<file path="src/urv_pkg.sv">
/*
 Package for the USB register bank reached over the bus port.
 Holds register offsets, reset values, field positions and the states of
 the controller-side sequencer.
 Assumes one 100 MHz clock and an active-low asynchronous reset.
*/
package urv_pkg;
   // Byte addresses of the USB cell
   localparam logic [5:0] ADDR_FUNC_ADDR   = 6'h00;
   localparam logic [5:0] ADDR_POWER       = 6'h01;
   localparam logic [5:0] ADDR_IN_IRQ      = 6'h02;
   localparam logic [5:0] ADDR_OUT_IRQ     = 6'h04;
   localparam logic [5:0] ADDR_IN_IRQ_EN   = 6'h06;
   localparam logic [5:0] ADDR_OUT_IRQ_EN  = 6'h08;
   localparam logic [5:0] ADDR_BUS_IRQ     = 6'h0a;
   localparam logic [5:0] ADDR_BUS_IRQ_EN  = 6'h0b;
   localparam logic [5:0] ADDR_FRAME_LO    = 6'h0c;
   localparam logic [5:0] ADDR_FRAME_HI    = 6'h0d;
   localparam logic [5:0] ADDR_IN_MAXP_LO  = 6'h10;
   localparam logic [5:0] ADDR_IN_MAXP_HI  = 6'h11;
   localparam logic [5:0] ADDR_IN_CSR_LO   = 6'h12;
   localparam logic [5:0] ADDR_IN_CSR_HI   = 6'h13;
   localparam logic [5:0] ADDR_OUT_MAXP_LO = 6'h14;
   localparam logic [5:0] ADDR_INDEX_LAST  = 6'h18;
   localparam logic [5:0] ADDR_IN_FIFO     = 6'h21;
   // Reset values
   localparam logic [7:0] RST_POWER        = 8'h20;
   localparam logic [7:0] RST_IN_IRQ_EN    = 8'h07;
   localparam logic [7:0] RST_OUT_IRQ_EN   = 8'h06;
   localparam logic [7:0] RST_BUS_IRQ_EN   = 8'h06;
   localparam logic [1:0] RST_EP_SELECT    = 2'h2;
   // Write masks of implemented bits
   localparam logic [7:0] MSK_IN_IRQ       = 8'h07;
   localparam logic [7:0] MSK_OUT_IRQ      = 8'h06;
   localparam logic [7:0] MSK_BUS_IRQ      = 8'h0f;
   localparam logic [7:0] MSK_MAXP_HI      = 8'h07;
   // Control and status register fields
   localparam int         CTL_ENABLE_BIT   = 0;
   localparam int         CTL_BURST_BIT    = 1;
   localparam int         CTL_BYTE_BIT     = 2;
   localparam int         CTL_EP_LSB       = 8;
   localparam int         STS_EMPTY_BIT    = 0;
   // Values the controller side loads, block and fifo sizes, byte enable codes
   localparam logic [15:0] CTL_BURST_ON    = 16'h0003;
   localparam logic [5:0]  TARGET_IN_FIFO  = 6'h21;
   localparam int          BLOCK_WORDS     = 8;
   localparam int          FIFO_DEPTH      = 8;
   localparam logic [1:0]  BE_WORD         = 2'h3;
   localparam logic [1:0]  BE_BYTE         = 2'h1;

   typedef enum logic [4:0] {
      URV_IDLE  = 5'h01,
      URV_SETUP = 5'h02,
      URV_WAIT  = 5'h04,
      URV_BURST = 5'h08,
      URV_DONE  = 5'h10
   } urv_state_t;
endpackage

</file>
<file path="src/urv_if.sv">
/*
 Interface joining the USB register bank and the controller core.
 Carries control/status/target loads and the register access port.
 Assumes both ends share core_clk_i.
*/
`timescale 1ns/1ps
`default_nettype none
interface urv_if;
   logic [15:0] ctl_wdata;
   logic        ctl_we;
   logic [5:0]  tgt_wdata;
   logic        tgt_we;
   logic [15:0] ctl_rdata;
   logic [15:0] sts_rdata;
   logic        acc_valid;
   logic        acc_write;
   logic [5:0]  acc_addr;
   logic [15:0] acc_wdata;
   logic [15:0] acc_rdata;
   logic [1:0]  acc_be;

   modport dev (input ctl_wdata, ctl_we, tgt_wdata, tgt_we, acc_valid, acc_write, acc_addr,
                acc_wdata, output ctl_rdata, sts_rdata, acc_rdata, acc_be);
   modport core (output ctl_wdata, ctl_we, tgt_wdata, tgt_we, acc_valid, acc_write, acc_addr,
                 acc_wdata, input ctl_rdata, sts_rdata, acc_rdata, acc_be);
endinterface
`default_nettype wire

</file>
<file path="src/urv_dev.sv">
/*
 USB register bank end: control, status, target registers, the byte map
 with word remapping, the indexed registers and a small IN fifo.
 Assumes the core end keeps the loading order for burst access.
*/
`timescale 1ns/1ps
`default_nettype none
module urv_dev
   import urv_pkg::*;
(
   // Clock and reset
   input  wire logic        core_clk_i,
   input  wire logic        resetn_i,
   // Bus port
   urv_if.dev               bus,
   // USB side
   input  wire logic [10:0] frame_number_i,
   input  wire logic [7:0]  bus_event_set_i,
   input  wire logic        fifo_pop_i,
   output logic [15:0]      fifo_data_o,
   output logic             fifo_valid_o
);
   localparam int NREG = 32;
   localparam int NIDX = 9;
   logic [7:0]  regs [NREG];
   logic [7:0]  next_regs [NREG];
   logic [7:0]  ep_regs [3][NIDX];
   logic [7:0]  next_ep_regs [3][NIDX];
   logic [15:0] ctl, next_ctl;
   logic [5:0]  tgt, next_tgt;
   logic [15:0] fifo_mem [FIFO_DEPTH];
   logic [15:0] next_fifo_mem [FIFO_DEPTH];
   logic [3:0]  count, next_count;
   logic [2:0]  rd_ptr, next_rd_ptr, wr_ptr, next_wr_ptr;
   logic [15:0] rdata, next_rdata;
   logic [1:0]  ep;
   logic        fifo_push;

   assign ep = ctl[CTL_EP_LSB +: 2];
   assign bus.ctl_rdata = ctl;
   assign bus.sts_rdata = {15'h0000, count == 4'h0};
   assign bus.acc_rdata = rdata;
   assign bus.acc_be    = ctl[CTL_BYTE_BIT] ? BE_BYTE : BE_WORD;
   assign fifo_data_o   = fifo_mem[rd_ptr];
   assign fifo_valid_o  = count != 4'h0;
   // In burst mode the fifo push decodes the target register instead of the access address
   assign fifo_push     = bus.acc_valid && bus.acc_write && ctl[CTL_ENABLE_BIT]
                          && (ctl[CTL_BURST_BIT] ? tgt : bus.acc_addr) == ADDR_IN_FIFO
                          && count != 4'h8;

   function automatic logic is_indexed(input logic [5:0] a);
      is_indexed = a >= ADDR_IN_MAXP_LO && a <= ADDR_INDEX_LAST;
   endfunction

   function automatic logic [7:0] byte_mask(input logic [5:0] a);
      case (a)
         ADDR_IN_IRQ, ADDR_IN_IRQ_EN:   byte_mask = MSK_IN_IRQ;
         ADDR_OUT_IRQ, ADDR_OUT_IRQ_EN: byte_mask = MSK_OUT_IRQ;
         ADDR_BUS_IRQ, ADDR_BUS_IRQ_EN: byte_mask = MSK_BUS_IRQ;
         ADDR_IN_MAXP_HI:               byte_mask = MSK_MAXP_HI;
         ADDR_FRAME_LO, ADDR_FRAME_HI:  byte_mask = 8'h00;
         6'h0e, 6'h0f:                  byte_mask = 8'h00;
         default:                       byte_mask = 8'hff;
      endcase
   endfunction

   // Byte read through the remapped little-endian map
   function automatic logic [7:0] rd_byte(input logic [5:0] a, input logic [1:0] e,
                                          input logic [7:0] r [NREG],
                                          input logic [7:0] x [3][NIDX], input logic [10:0] fn);
      if (a == ADDR_FRAME_LO) begin
         rd_byte = fn[7:0];
      end else if (a == ADDR_FRAME_HI) begin
         rd_byte = {5'h00, fn[10:8]};
      end else if (is_indexed(a)) begin
         rd_byte = (e == 2'h3) ? 8'h00 : x[e][a[3:0]];
      end else if (a < 6'h20) begin
         rd_byte = r[a[4:0]] & byte_mask(a);
      end else begin
         rd_byte = 8'h00;
      end
   endfunction

   always_comb begin
      logic [5:0] a1;
      logic       hit;
      a1           = 6'h00;
      hit          = 1'b0;
      next_ctl     = bus.ctl_we ? bus.ctl_wdata : ctl;
      // Width and burst bits cannot be set while enabled, only cleared
      if (bus.ctl_we && ctl[CTL_ENABLE_BIT]) begin
         next_ctl[CTL_BYTE_BIT]  = ctl[CTL_BYTE_BIT] & bus.ctl_wdata[CTL_BYTE_BIT];
         next_ctl[CTL_BURST_BIT] = ctl[CTL_BURST_BIT] & bus.ctl_wdata[CTL_BURST_BIT];
      end
      next_tgt     = (bus.tgt_we && count == 4'h0) ? bus.tgt_wdata : tgt;
      next_regs    = regs;
      next_ep_regs = ep_regs;
      next_rdata   = rdata;
      a1           = bus.acc_addr + 6'h01;
      if (bus.acc_valid) begin
         hit = bus.acc_addr < 6'h20 && ep != 2'h3;
         if (bus.acc_write) begin
            // Low byte to address N, high byte to N+1 in word mode
            if (is_indexed(bus.acc_addr)) begin
               if (hit) next_ep_regs[ep][bus.acc_addr[3:0]] = bus.acc_wdata[7:0] & byte_mask(bus.acc_addr);
            end else if (bus.acc_addr < 6'h20) begin
               next_regs[bus.acc_addr[4:0]] = bus.acc_wdata[7:0] & byte_mask(bus.acc_addr);
            end
            if (!ctl[CTL_BYTE_BIT] && a1 < 6'h20) begin
               if (is_indexed(a1)) begin
                  if (ep != 2'h3) next_ep_regs[ep][a1[3:0]] = bus.acc_wdata[15:8] & byte_mask(a1);
               end else begin
                  next_regs[a1[4:0]] = bus.acc_wdata[15:8] & byte_mask(a1);
               end
            end
         end else begin
            // Word read pairs byte N+1 above byte N; 00h yields power:address
            next_rdata[7:0]  = rd_byte(bus.acc_addr, ep, regs, ep_regs, frame_number_i);
            next_rdata[15:8] = ctl[CTL_BYTE_BIT] ? 8'h00 :
                               rd_byte(a1, ep, regs, ep_regs, frame_number_i);
         end
      end
      // Hardware sets win over same-cycle software writes
      next_regs[ADDR_BUS_IRQ[4:0]] = next_regs[ADDR_BUS_IRQ[4:0]] | (bus_event_set_i & MSK_BUS_IRQ);
      next_fifo_mem = fifo_mem;
      next_wr_ptr   = wr_ptr;
      next_rd_ptr   = rd_ptr;
      next_count    = count;
      if (fifo_push) begin
         next_fifo_mem[wr_ptr] = ctl[CTL_BYTE_BIT] ? {8'h00, bus.acc_wdata[7:0]} : bus.acc_wdata;
         next_wr_ptr           = wr_ptr + 3'h1;
      end
      if (fifo_pop_i && count != 4'h0) next_rd_ptr = rd_ptr + 3'h1;
      next_count = count + {3'h0, fifo_push} - {3'h0, fifo_pop_i && count != 4'h0};
   end

   always_ff @(posedge core_clk_i or negedge resetn_i) begin
      if (!resetn_i) begin
         for (int i = 0; i < NREG; i++) regs[i] <= 8'h00;
         regs[ADDR_POWER[4:0]]      <= RST_POWER;
         regs[ADDR_IN_IRQ_EN[4:0]]  <= RST_IN_IRQ_EN;
         regs[ADDR_OUT_IRQ_EN[4:0]] <= RST_OUT_IRQ_EN;
         regs[ADDR_BUS_IRQ_EN[4:0]] <= RST_BUS_IRQ_EN;
         for (int e = 0; e < 3; e++) for (int j = 0; j < NIDX; j++) ep_regs[e][j] <= 8'h00;
         for (int k = 0; k < FIFO_DEPTH; k++) fifo_mem[k] <= 16'h0000;
         ctl    <= {6'h00, RST_EP_SELECT, 8'h00};
         tgt    <= 6'h00;
         rdata  <= 16'h0000;
         count  <= 4'h0;
         rd_ptr <= 3'h0;
         wr_ptr <= 3'h0;
      end else begin
         regs     <= next_regs;
         ep_regs  <= next_ep_regs;
         fifo_mem <= next_fifo_mem;
         ctl      <= next_ctl;
         tgt      <= next_tgt;
         rdata    <= next_rdata;
         count    <= next_count;
         rd_ptr   <= next_rd_ptr;
         wr_ptr   <= next_wr_ptr;
      end
   end
endmodule // urv_dev
`default_nettype wire

</file>
<file path="src/flat_wrapper.sv">
// flat-port wrapper written by rule: the top's interface ports become plain ports
module urv_dev_flat import urv_pkg::*;
  (core_clk_i, resetn_i, frame_number_i, bus_event_set_i, fifo_pop_i, fifo_data_o, fifo_valid_o, bus_ctl_wdata, bus_ctl_we, bus_tgt_wdata, bus_tgt_we, bus_acc_valid, bus_acc_write, bus_acc_addr, bus_acc_wdata, bus_ctl_rdata, bus_sts_rdata, bus_acc_rdata, bus_acc_be);
  urv_if bus_i ();
  input  wire logic core_clk_i;
  input  wire logic resetn_i;
  input  wire logic [10:0] frame_number_i;
  input  wire logic [7:0] bus_event_set_i;
  input  wire logic fifo_pop_i;
  output logic [15:0] fifo_data_o;
  output logic fifo_valid_o;
  input wire logic [$bits(bus_i.ctl_wdata)-1:0] bus_ctl_wdata;
  input wire logic [$bits(bus_i.ctl_we)-1:0] bus_ctl_we;
  input wire logic [$bits(bus_i.tgt_wdata)-1:0] bus_tgt_wdata;
  input wire logic [$bits(bus_i.tgt_we)-1:0] bus_tgt_we;
  input wire logic [$bits(bus_i.acc_valid)-1:0] bus_acc_valid;
  input wire logic [$bits(bus_i.acc_write)-1:0] bus_acc_write;
  input wire logic [$bits(bus_i.acc_addr)-1:0] bus_acc_addr;
  input wire logic [$bits(bus_i.acc_wdata)-1:0] bus_acc_wdata;
  output wire logic [$bits(bus_i.ctl_rdata)-1:0] bus_ctl_rdata;
  output wire logic [$bits(bus_i.sts_rdata)-1:0] bus_sts_rdata;
  output wire logic [$bits(bus_i.acc_rdata)-1:0] bus_acc_rdata;
  output wire logic [$bits(bus_i.acc_be)-1:0] bus_acc_be;
  assign bus_i.ctl_wdata = bus_ctl_wdata;
  assign bus_i.ctl_we = bus_ctl_we;
  assign bus_i.tgt_wdata = bus_tgt_wdata;
  assign bus_i.tgt_we = bus_tgt_we;
  assign bus_i.acc_valid = bus_acc_valid;
  assign bus_i.acc_write = bus_acc_write;
  assign bus_i.acc_addr = bus_acc_addr;
  assign bus_i.acc_wdata = bus_acc_wdata;
  assign bus_ctl_rdata = bus_i.ctl_rdata;
  assign bus_sts_rdata = bus_i.sts_rdata;
  assign bus_acc_rdata = bus_i.acc_rdata;
  assign bus_acc_be = bus_i.acc_be;
  urv_dev u_core (.core_clk_i(core_clk_i), .resetn_i(resetn_i), .bus(bus_i), .frame_number_i(frame_number_i), .bus_event_set_i(bus_event_set_i), .fifo_pop_i(fifo_pop_i), .fifo_data_o(fifo_data_o), .fifo_valid_o(fifo_valid_o));
endmodule
</file>
<file path="config.mk">
export PLATFORM = sky130hd
export DESIGN_NAME = urv_dev_flat
export DESIGN_NICKNAME = d
export VERILOG_FILES = /design/src/urv_pkg.sv /design/src/urv_if.sv /design/src/urv_dev.sv /design/src/flat_wrapper.sv
export SDC_FILE = /design/constraint.sdc
export NUM_CORES = 2
export LEC_CHECK = 0
export ABC_CLOCK_PERIOD_IN_PS = 3500
export BUFFER_PORTS_ARGS = -buffer_cell sky130_fd_sc_hd__buf_2
export CAP_MARGIN = 30
export CORE_MARGIN = 2
export CORE_UTILIZATION = 31
export CTS_CLUSTER_DIAMETER = 50
export DETAILED_ROUTE_END_ITERATION = 12
export SYNTH_ARGS = -nofsm -noshare
export SYNTH_HDL_FRONTEND = slang
export SYNTH_SLANG_ARGS = --single-unit
</file>
<file path="constraint.sdc">
create_clock -name core_clk_i -period 3.5 [get_ports core_clk_i]
set_clock_uncertainty 0.05 [all_clocks]
set_input_delay 0.525 -clock core_clk_i [delete_from_list [all_inputs] [get_ports core_clk_i]]
set_output_delay 0.525 -clock core_clk_i [all_outputs]
set_load 0.005 [all_outputs]
</file>
# Word level (Yosys, flattened, before mapping)

Memories as Yosys holds them, arrays and structs flattened.
Index checks and enable logic that the tools add are counted.

Memories kept: 6
Input bits: 70
ROM bits: 1536
Output and inout bits: 67
Flip-flop bits (word level): 648
Logic and storage cells: 255

Equal/unequal tests: 8
Bitwise logic cells: 17
Magnitude comparators: 19
Mux-type cells: 103
Reductions and logical operators: 23
$add $sub $neg: 5

Memory list:

| memory          | words | width | read ports | clocked after memory_dff | write ports | RTL line      | source |
|---|---|---|---|---|---|---|---|
| (no name shown) | 32    | 8     | 1          | 0                        | 0           | urv_dev.sv:56 | `case (a)` |
| (no name shown) | 32    | 8     | 1          | 0                        | 0           | urv_dev.sv:56 |  |
| (no name shown) | 32    | 8     | 1          | 0                        | 0           | urv_dev.sv:56 |  |
| (no name shown) | 32    | 8     | 1          | 0                        | 0           | urv_dev.sv:56 |  |
| (no name shown) | 32    | 8     | 1          | 0                        | 0           | urv_dev.sv:56 |  |
| (no name shown) | 32    | 8     | 1          | 0                        | 0           | urv_dev.sv:56 |  |

Operators with widths:

| cell                                                              | count |
|---|---|
| two-way mux 256 bit                                               | 6 |
| two-way mux 216 bit                                               | 7 |
| bitwise mux 256 bit                                               | 2 |
| two-way mux 8 bit                                                 | 58 |
| bitwise mux 216 bit                                               | 2 |
| two-way mux 176 bit                                               | 2 |
| demux 72 bit (select 2 bit)                                       | 2 |
| two-way mux 72 bit                                                | 4 |
| binary-select mux 72 bit (select 2 bit)                           | 1 |
| bitwise mux 128 bit                                               | 1 |
| binary-select mux 8 bit (select 5 bit)                            | 2 |
| demux 8 bit (select 5 bit)                                        | 2 |
| binary-select mux 8 bit (select 4 bit)                            | 2 |
| demux 8 bit (select 4 bit)                                        | 2 |
| two-way mux 16 bit                                                | 4 |
| AND 8 bit                                                         | 6 |
| binary-select mux 16 bit (select 3 bit)                           | 1 |
| demux 16 bit (select 3 bit)                                       | 1 |
| == test 6 x 4 -> 1 bit, second input constant                     | 4 |
| logical AND 1 bit                                                 | 17 |
| greater-or-equal comparator 6 x 5 -> 1 bit, second input constant | 2 |
| greater-or-equal comparator 6 bit, second input constant          | 2 |
| less-or-equal comparator 6 x 5 -> 1 bit, second input constant    | 2 |
| < comparator 6 x 1 -> 1 bit, second input constant                | 2 |
| 30 further kinds                                                  | 41 |

# Logic depth before layout (Yosys ltp)

An unclocked memory read counts as a cell.

Word-level depth: 18
Gate-level depth with buffers: 15
Gate-level depth less buffers: 11

# Least setup slack after synthesis

OpenSTA, ideal clock, no wires.

Path type: in2reg
Start point: input bus_acc_addr[0]
End point: register u_core.rdata[15] (netlist: u_core.bus.acc_rdata[15])
Setup slack: -594 ps
Arrival: 3901 ps
Buffers on the path: 8
Setup time: 143 ps
Stages: 15
Data required time: 3307 ps
Cell sequence: buf_6 > buf_2 > inv_1 > buf_2 > buf_1 > ha_1 > buf_4 > buf_4 > buf_2 > buf_2 > mux4_2 > nor3_1 > a31oi_1 > o2111ai_1 > o211ai_1

Longest elaborated chain between the ends: 15
Elaborated cells between the ends (all ways): 30
Those cells by class: add/sub (1); order compare (3); eq/ne (2); mux (19); bitwise (3); reduce/logical (1); memory (1)

RTL lines:

| what                     | RTL line           | source |
|---|---|---|
| start: declaration       | flat_wrapper.sv:18 | `input wire logic [$bits(bus_i.acc_addr)-1:0] bus_acc_addr;` |
| adder 6 x 1 -> 6 bit (*) | urv_dev.sv:99      | `a1 = bus.acc_addr + 6'h01;` |
| memory read (32 x 8 bit) | n/a                |  |
| two-way mux 8 bit        | urv_dev.sv:56      |  |
| two-way mux 8 bit        | urv_dev.sv:77      | `end else if (a < 6'h20) begin` |
| two-way mux 8 bit        | urv_dev.sv:75      | `end else if (is_indexed(a)) begin` |
| two-way mux 8 bit        | urv_dev.sv:73      | `end else if (a == ADDR_FRAME_HI) begin` |
| two-way mux 8 bit        | urv_dev.sv:71      | `if (a == ADDR_FRAME_LO) begin` |
| two-way mux 8 bit        | urv_dev.sv:102     | `if (bus.acc_write) begin` |
| two-way mux 8 bit        | urv_dev.sv:100     | `if (bus.acc_valid) begin` |
| AND 8 bit                | urv_dev.sv:78      | `rd_byte = r[a[4:0]] & byte_mask(a);` |
| two-way mux 8 bit        | urv_dev.sv:77      |  |
| two-way mux 8 bit        | urv_dev.sv:75      |  |
| two-way mux 8 bit        | urv_dev.sv:73      |  |
| two-way mux 8 bit (*)    | urv_dev.sv:71      |  |
| two-way mux 8 bit (*)    | urv_dev.sv:119     | `next_rdata[15:8] = ctl[CTL_BYTE_BIT] ? 8'h00 :` |
| end signal: assignment   | urv_dev.sv:158     | `rdata <= next_rdata;` |
| end: declaration         | urv_dev.sv:35      | `logic [15:0] rdata, next_rdata;` |

Mark *: on every way between the ends. The rest lies on a longest branch, timed or not. The select of a mux whose other input is x is not followed.
A chain may end at the register's enable or synchronous reset.

# Final worst setup path

Start point: input bus_acc_addr[0]
End point: register u_core.ep_regs[70] (netlist name)

Longest elaborated chain between the ends: 16
Elaborated cells between the ends (all ways): 51
Those cells by class: add/sub (1); order compare (10); mux (28); bitwise (4); reduce/logical (6); memory (2)

RTL lines:

| what                                                              | RTL line       | source |
|---|---|---|
| branches (longest 15 deep; another with memory read (32 x 8 bit)) | n/a            |  |
| two-way mux 216 bit (*)                                           | urv_dev.sv:109 | `if (!ctl[CTL_BYTE_BIT] && a1 < 6'h20) begin` |
| end signal: assignment                                            | urv_dev.sv:154 | `ep_regs <= next_ep_regs;` |
| end: declaration                                                  | urv_dev.sv:27  | `logic [7:0] ep_regs [3][NIDX];` |

Mark *: on every way between the ends. The select of a mux whose other input is x is not followed.

==> results.cfg <==
[sta]
finalCriticalPeriod_ns = 3.14
finalCritPeriodShare_pct = 89.7
slew_headroom_pct = 27.4
hold_viol = 0
timing.fmax_mhz = 319
worst_slew_pin_slew_ns = 1.09
finalSetupViolCount = 0
whs_ns = 0.0347
worst_slack_ns = 0.362
maxSlewViolCount = 0
fin_tns_setup_ns = 0
grt_setup_unrepaired = no

[drt]
drt_drc_violations_left = 0
totalWireLength_um = 145000
drt_first_pass_iters = 6
vias = 30876
wl_per_cell_um = 28.5
first_iter_violations = 3747
viasPerCell = 6.09
drtAntennaViolNets = 0

[clocking]
numCtsBuffers = 83
cts_setup_buffers = 0
root_buffer = clkbuf_16
clock_latency_ns = 0.68
clkTransAtPathRegs_ns = 0.06
clk_path_buf_depth = 3
cts_sinks = 640
tritoncts = built
cts_resized = 0
htreeDepth = 3

[power]
netSwitchingPower_mw = 6.59
p_sw_share_pct = 30.2
sequentialPowerShare_pct = 39.0
report.power.total_mw = 21.8
clockPowerShare_pct = 42.4
p_comb_share_pct = 18.6
p_int_mw = 15.2
power.leakage_nw = 19.2
p_per_area_nw_per_um2 = 493
ir_drop_mv = 0.330

[yosys]
synth_edf_count = 0
yosysMostFrequentCell = dfrtp_1
yosysUniqueCellTypes = 101
async_flop_share_pct = 100
synthDominantCellAreaShare_pct = 43.6
ys_ff_latch = 640
syn_area_um2 = 36200
netlist_top_cells_area = dfrtp_1 (44%), mux4_2 (10%), mux2_2 (4.8%)
synth_cells = 3178
ys_seq_area_share_pct = 44.3
yosysWarnings = 0
yosysTopAreaCell = dfrtp_1
ys_top_cells_by_count = dfrtp_1 (631), nor2_1 (246), clkbuf_1 (215)
synthFlopType = dfrtp_1
syn_area_per_cell_um2 = 11.4

[cells_and_area]
design_area_um2 = 44300
stdcell_count = 5070
final_nets = 3565
post-route-util_pct = 38.1
syn_to_final_growth_pct = 22.3
drive_above_1_share_pct = 31.5

[place]
place_area_um2 = 41300
dp_hpwl_um = 105000
gp_congestion = 1.03
portBuffers = 116
place_inst = 4915
place_ws_ns = -0.115

[floorplanning]
num_rows = 125
io_pins = 137
start_util_pct = 31.2
die_h_um = 346
core_um2 = 116000
die_area_um2 = 119000
die_width_um = 346

[critical_path]
slowest_delay_ns = 0.77
arrival_ns = 3.67
worstPathRequired_ns = 4.03
crit_type = input port to flip-flop
worstPathCellList = clkbuf_8 -> ha_1 -> inv_1 -> ha_1 -> nor3b_1 -> o32ai_1 -> a31oi_2 -> or3_4 -> and3_4 -> a221o_1
path_common_cell = ha_1
critPathCaptureType = flip-flop
crit_slowest_cell = a31oi_2
crit_family = compound AO/OA/AOI/OAI gates
crit_path_max_fanout = 22
cp_num_buf_inv = 2
cp-start-kind = input port

[grt]
antenna_found_initial = 4
grt_pass1_vias = 30188
track_usage_pct = 23.7
gr-total-overflow = 0
grt_max_degree = 121
grt_pass1_wl_um = 213000

[outcome]
status = completed

[worst_hold_path]
hold_path_class = input port to flip-flop

[run]
drv_cap = 0
[cell type report]
| class | count | area, um^2 |
|---|---|---|
| Antenna cell | 1 | 2.50 |
| Clock buffer | 107 | 2290 |
| Inverter | 45 | 169 |
| Clock inverter | 46 | 698 |
| Timing Repair Buffer | 561 | 4660 |
| Tap cell | 1524 | 1910 |
| Fill cell | 11273 | 71800 |
| Multi-Input combinational cell | 2146 | 18500 |
| Sequential cell | 640 | 16000 |
[placed cells by master, fill, tap and decap left out, drive strengths merged, types with 82 or more instances in the layout]
cell / count
mux4: 164
mux2i: 140
o21ai: 86
nor2: 247
nor3: 113
o22ai: 82
clkbuf: 108
nand2: 130
a221o: 171
buf: 559
mux2: 169
dfrtp: 631
[path summary, 6_finish.rpt]
path / start / end / slack, ns / cells after the start
max in group asynchronous: resetn_i / u_core.ep_regs[42]$_DFFE_PN0P_ / 1.99 / 3
min in group asynchronous: resetn_i / u_core.regs[79]$_DFFE_PN0P_ / 0.32 / 2
max: bus_acc_addr[0] / u_core.ep_regs[70]$_DFFE_PN0P_ / 0.36 / 10
min: bus_ctl_wdata[0] / u_core.bus.ctl_rdata[0]$_DFFE_PN0P_ / 0.03 / 2
min reg2reg: u_core.regs[92]$_DFFE_PN0P_ / u_core.regs[92]$_DFFE_PN0P_ / 0.32 / 0
max reg2reg: u_core.bus.ctl_rdata[9]$_DFFE_PN1P_ / u_core.ep_regs[198]$_DFFE_PN0P_ / 0.40 / 8
[registers in the layout, summed over array words and instances, names as in the netlist, 4 cells and up]
| signal | cells |
|---|---|
| u_core.ep_regs | 216 |
| u_core.count | 4 |
| u_core.bus.acc_rdata | 16 |
| u_core.fifo_mem | 128 |
| u_core.regs | 248 |
| u_core.bus.ctl_rdata | 16 |
| u_core.tgt | 6 |
[metal layers]
layer,GRT usage [%],vias to the layer above,part of all wire (%),wire length [um]
met2,35.9,1665,44,64100
met3,5.38,362,9.4,13600
met4,10.9,6,5.2,7510
met5,0,-,0.021,30
met1,32.3,15863,41,59400
li1,-,12980,-,-
[power groups by stage]
stage / clock (mW) / sequential (mW) / combinational, mW
after floorplan: 0 / 8.32 / 2.40
after global placement: 0 / 8.59 / 3.94
after detailed placement: 0 / 8.60 / 3.98
after CTS: 9.37 / 8.48 / 4.00
after global routing: 9.73 / 8.55 / 4.24
final: 9.26 / 8.50 / 4.05
[repair_timing]
item                                    in CTS  in global routing
endpoints found under the setup margin       0                  0
endpoints found under the hold margin       25                  0
hold buffers                                 1                  0
[cell families after synthesis]
logic type,synth area share [%]
fa+ha+maj,0.643
mux,19.3
xor+xnor,0.387
compound gates,20.0
simple gates,10.3
buf+inv,5.05
other cells,0.0208
flops,44.3
Power figures use the tool's default switching activity.
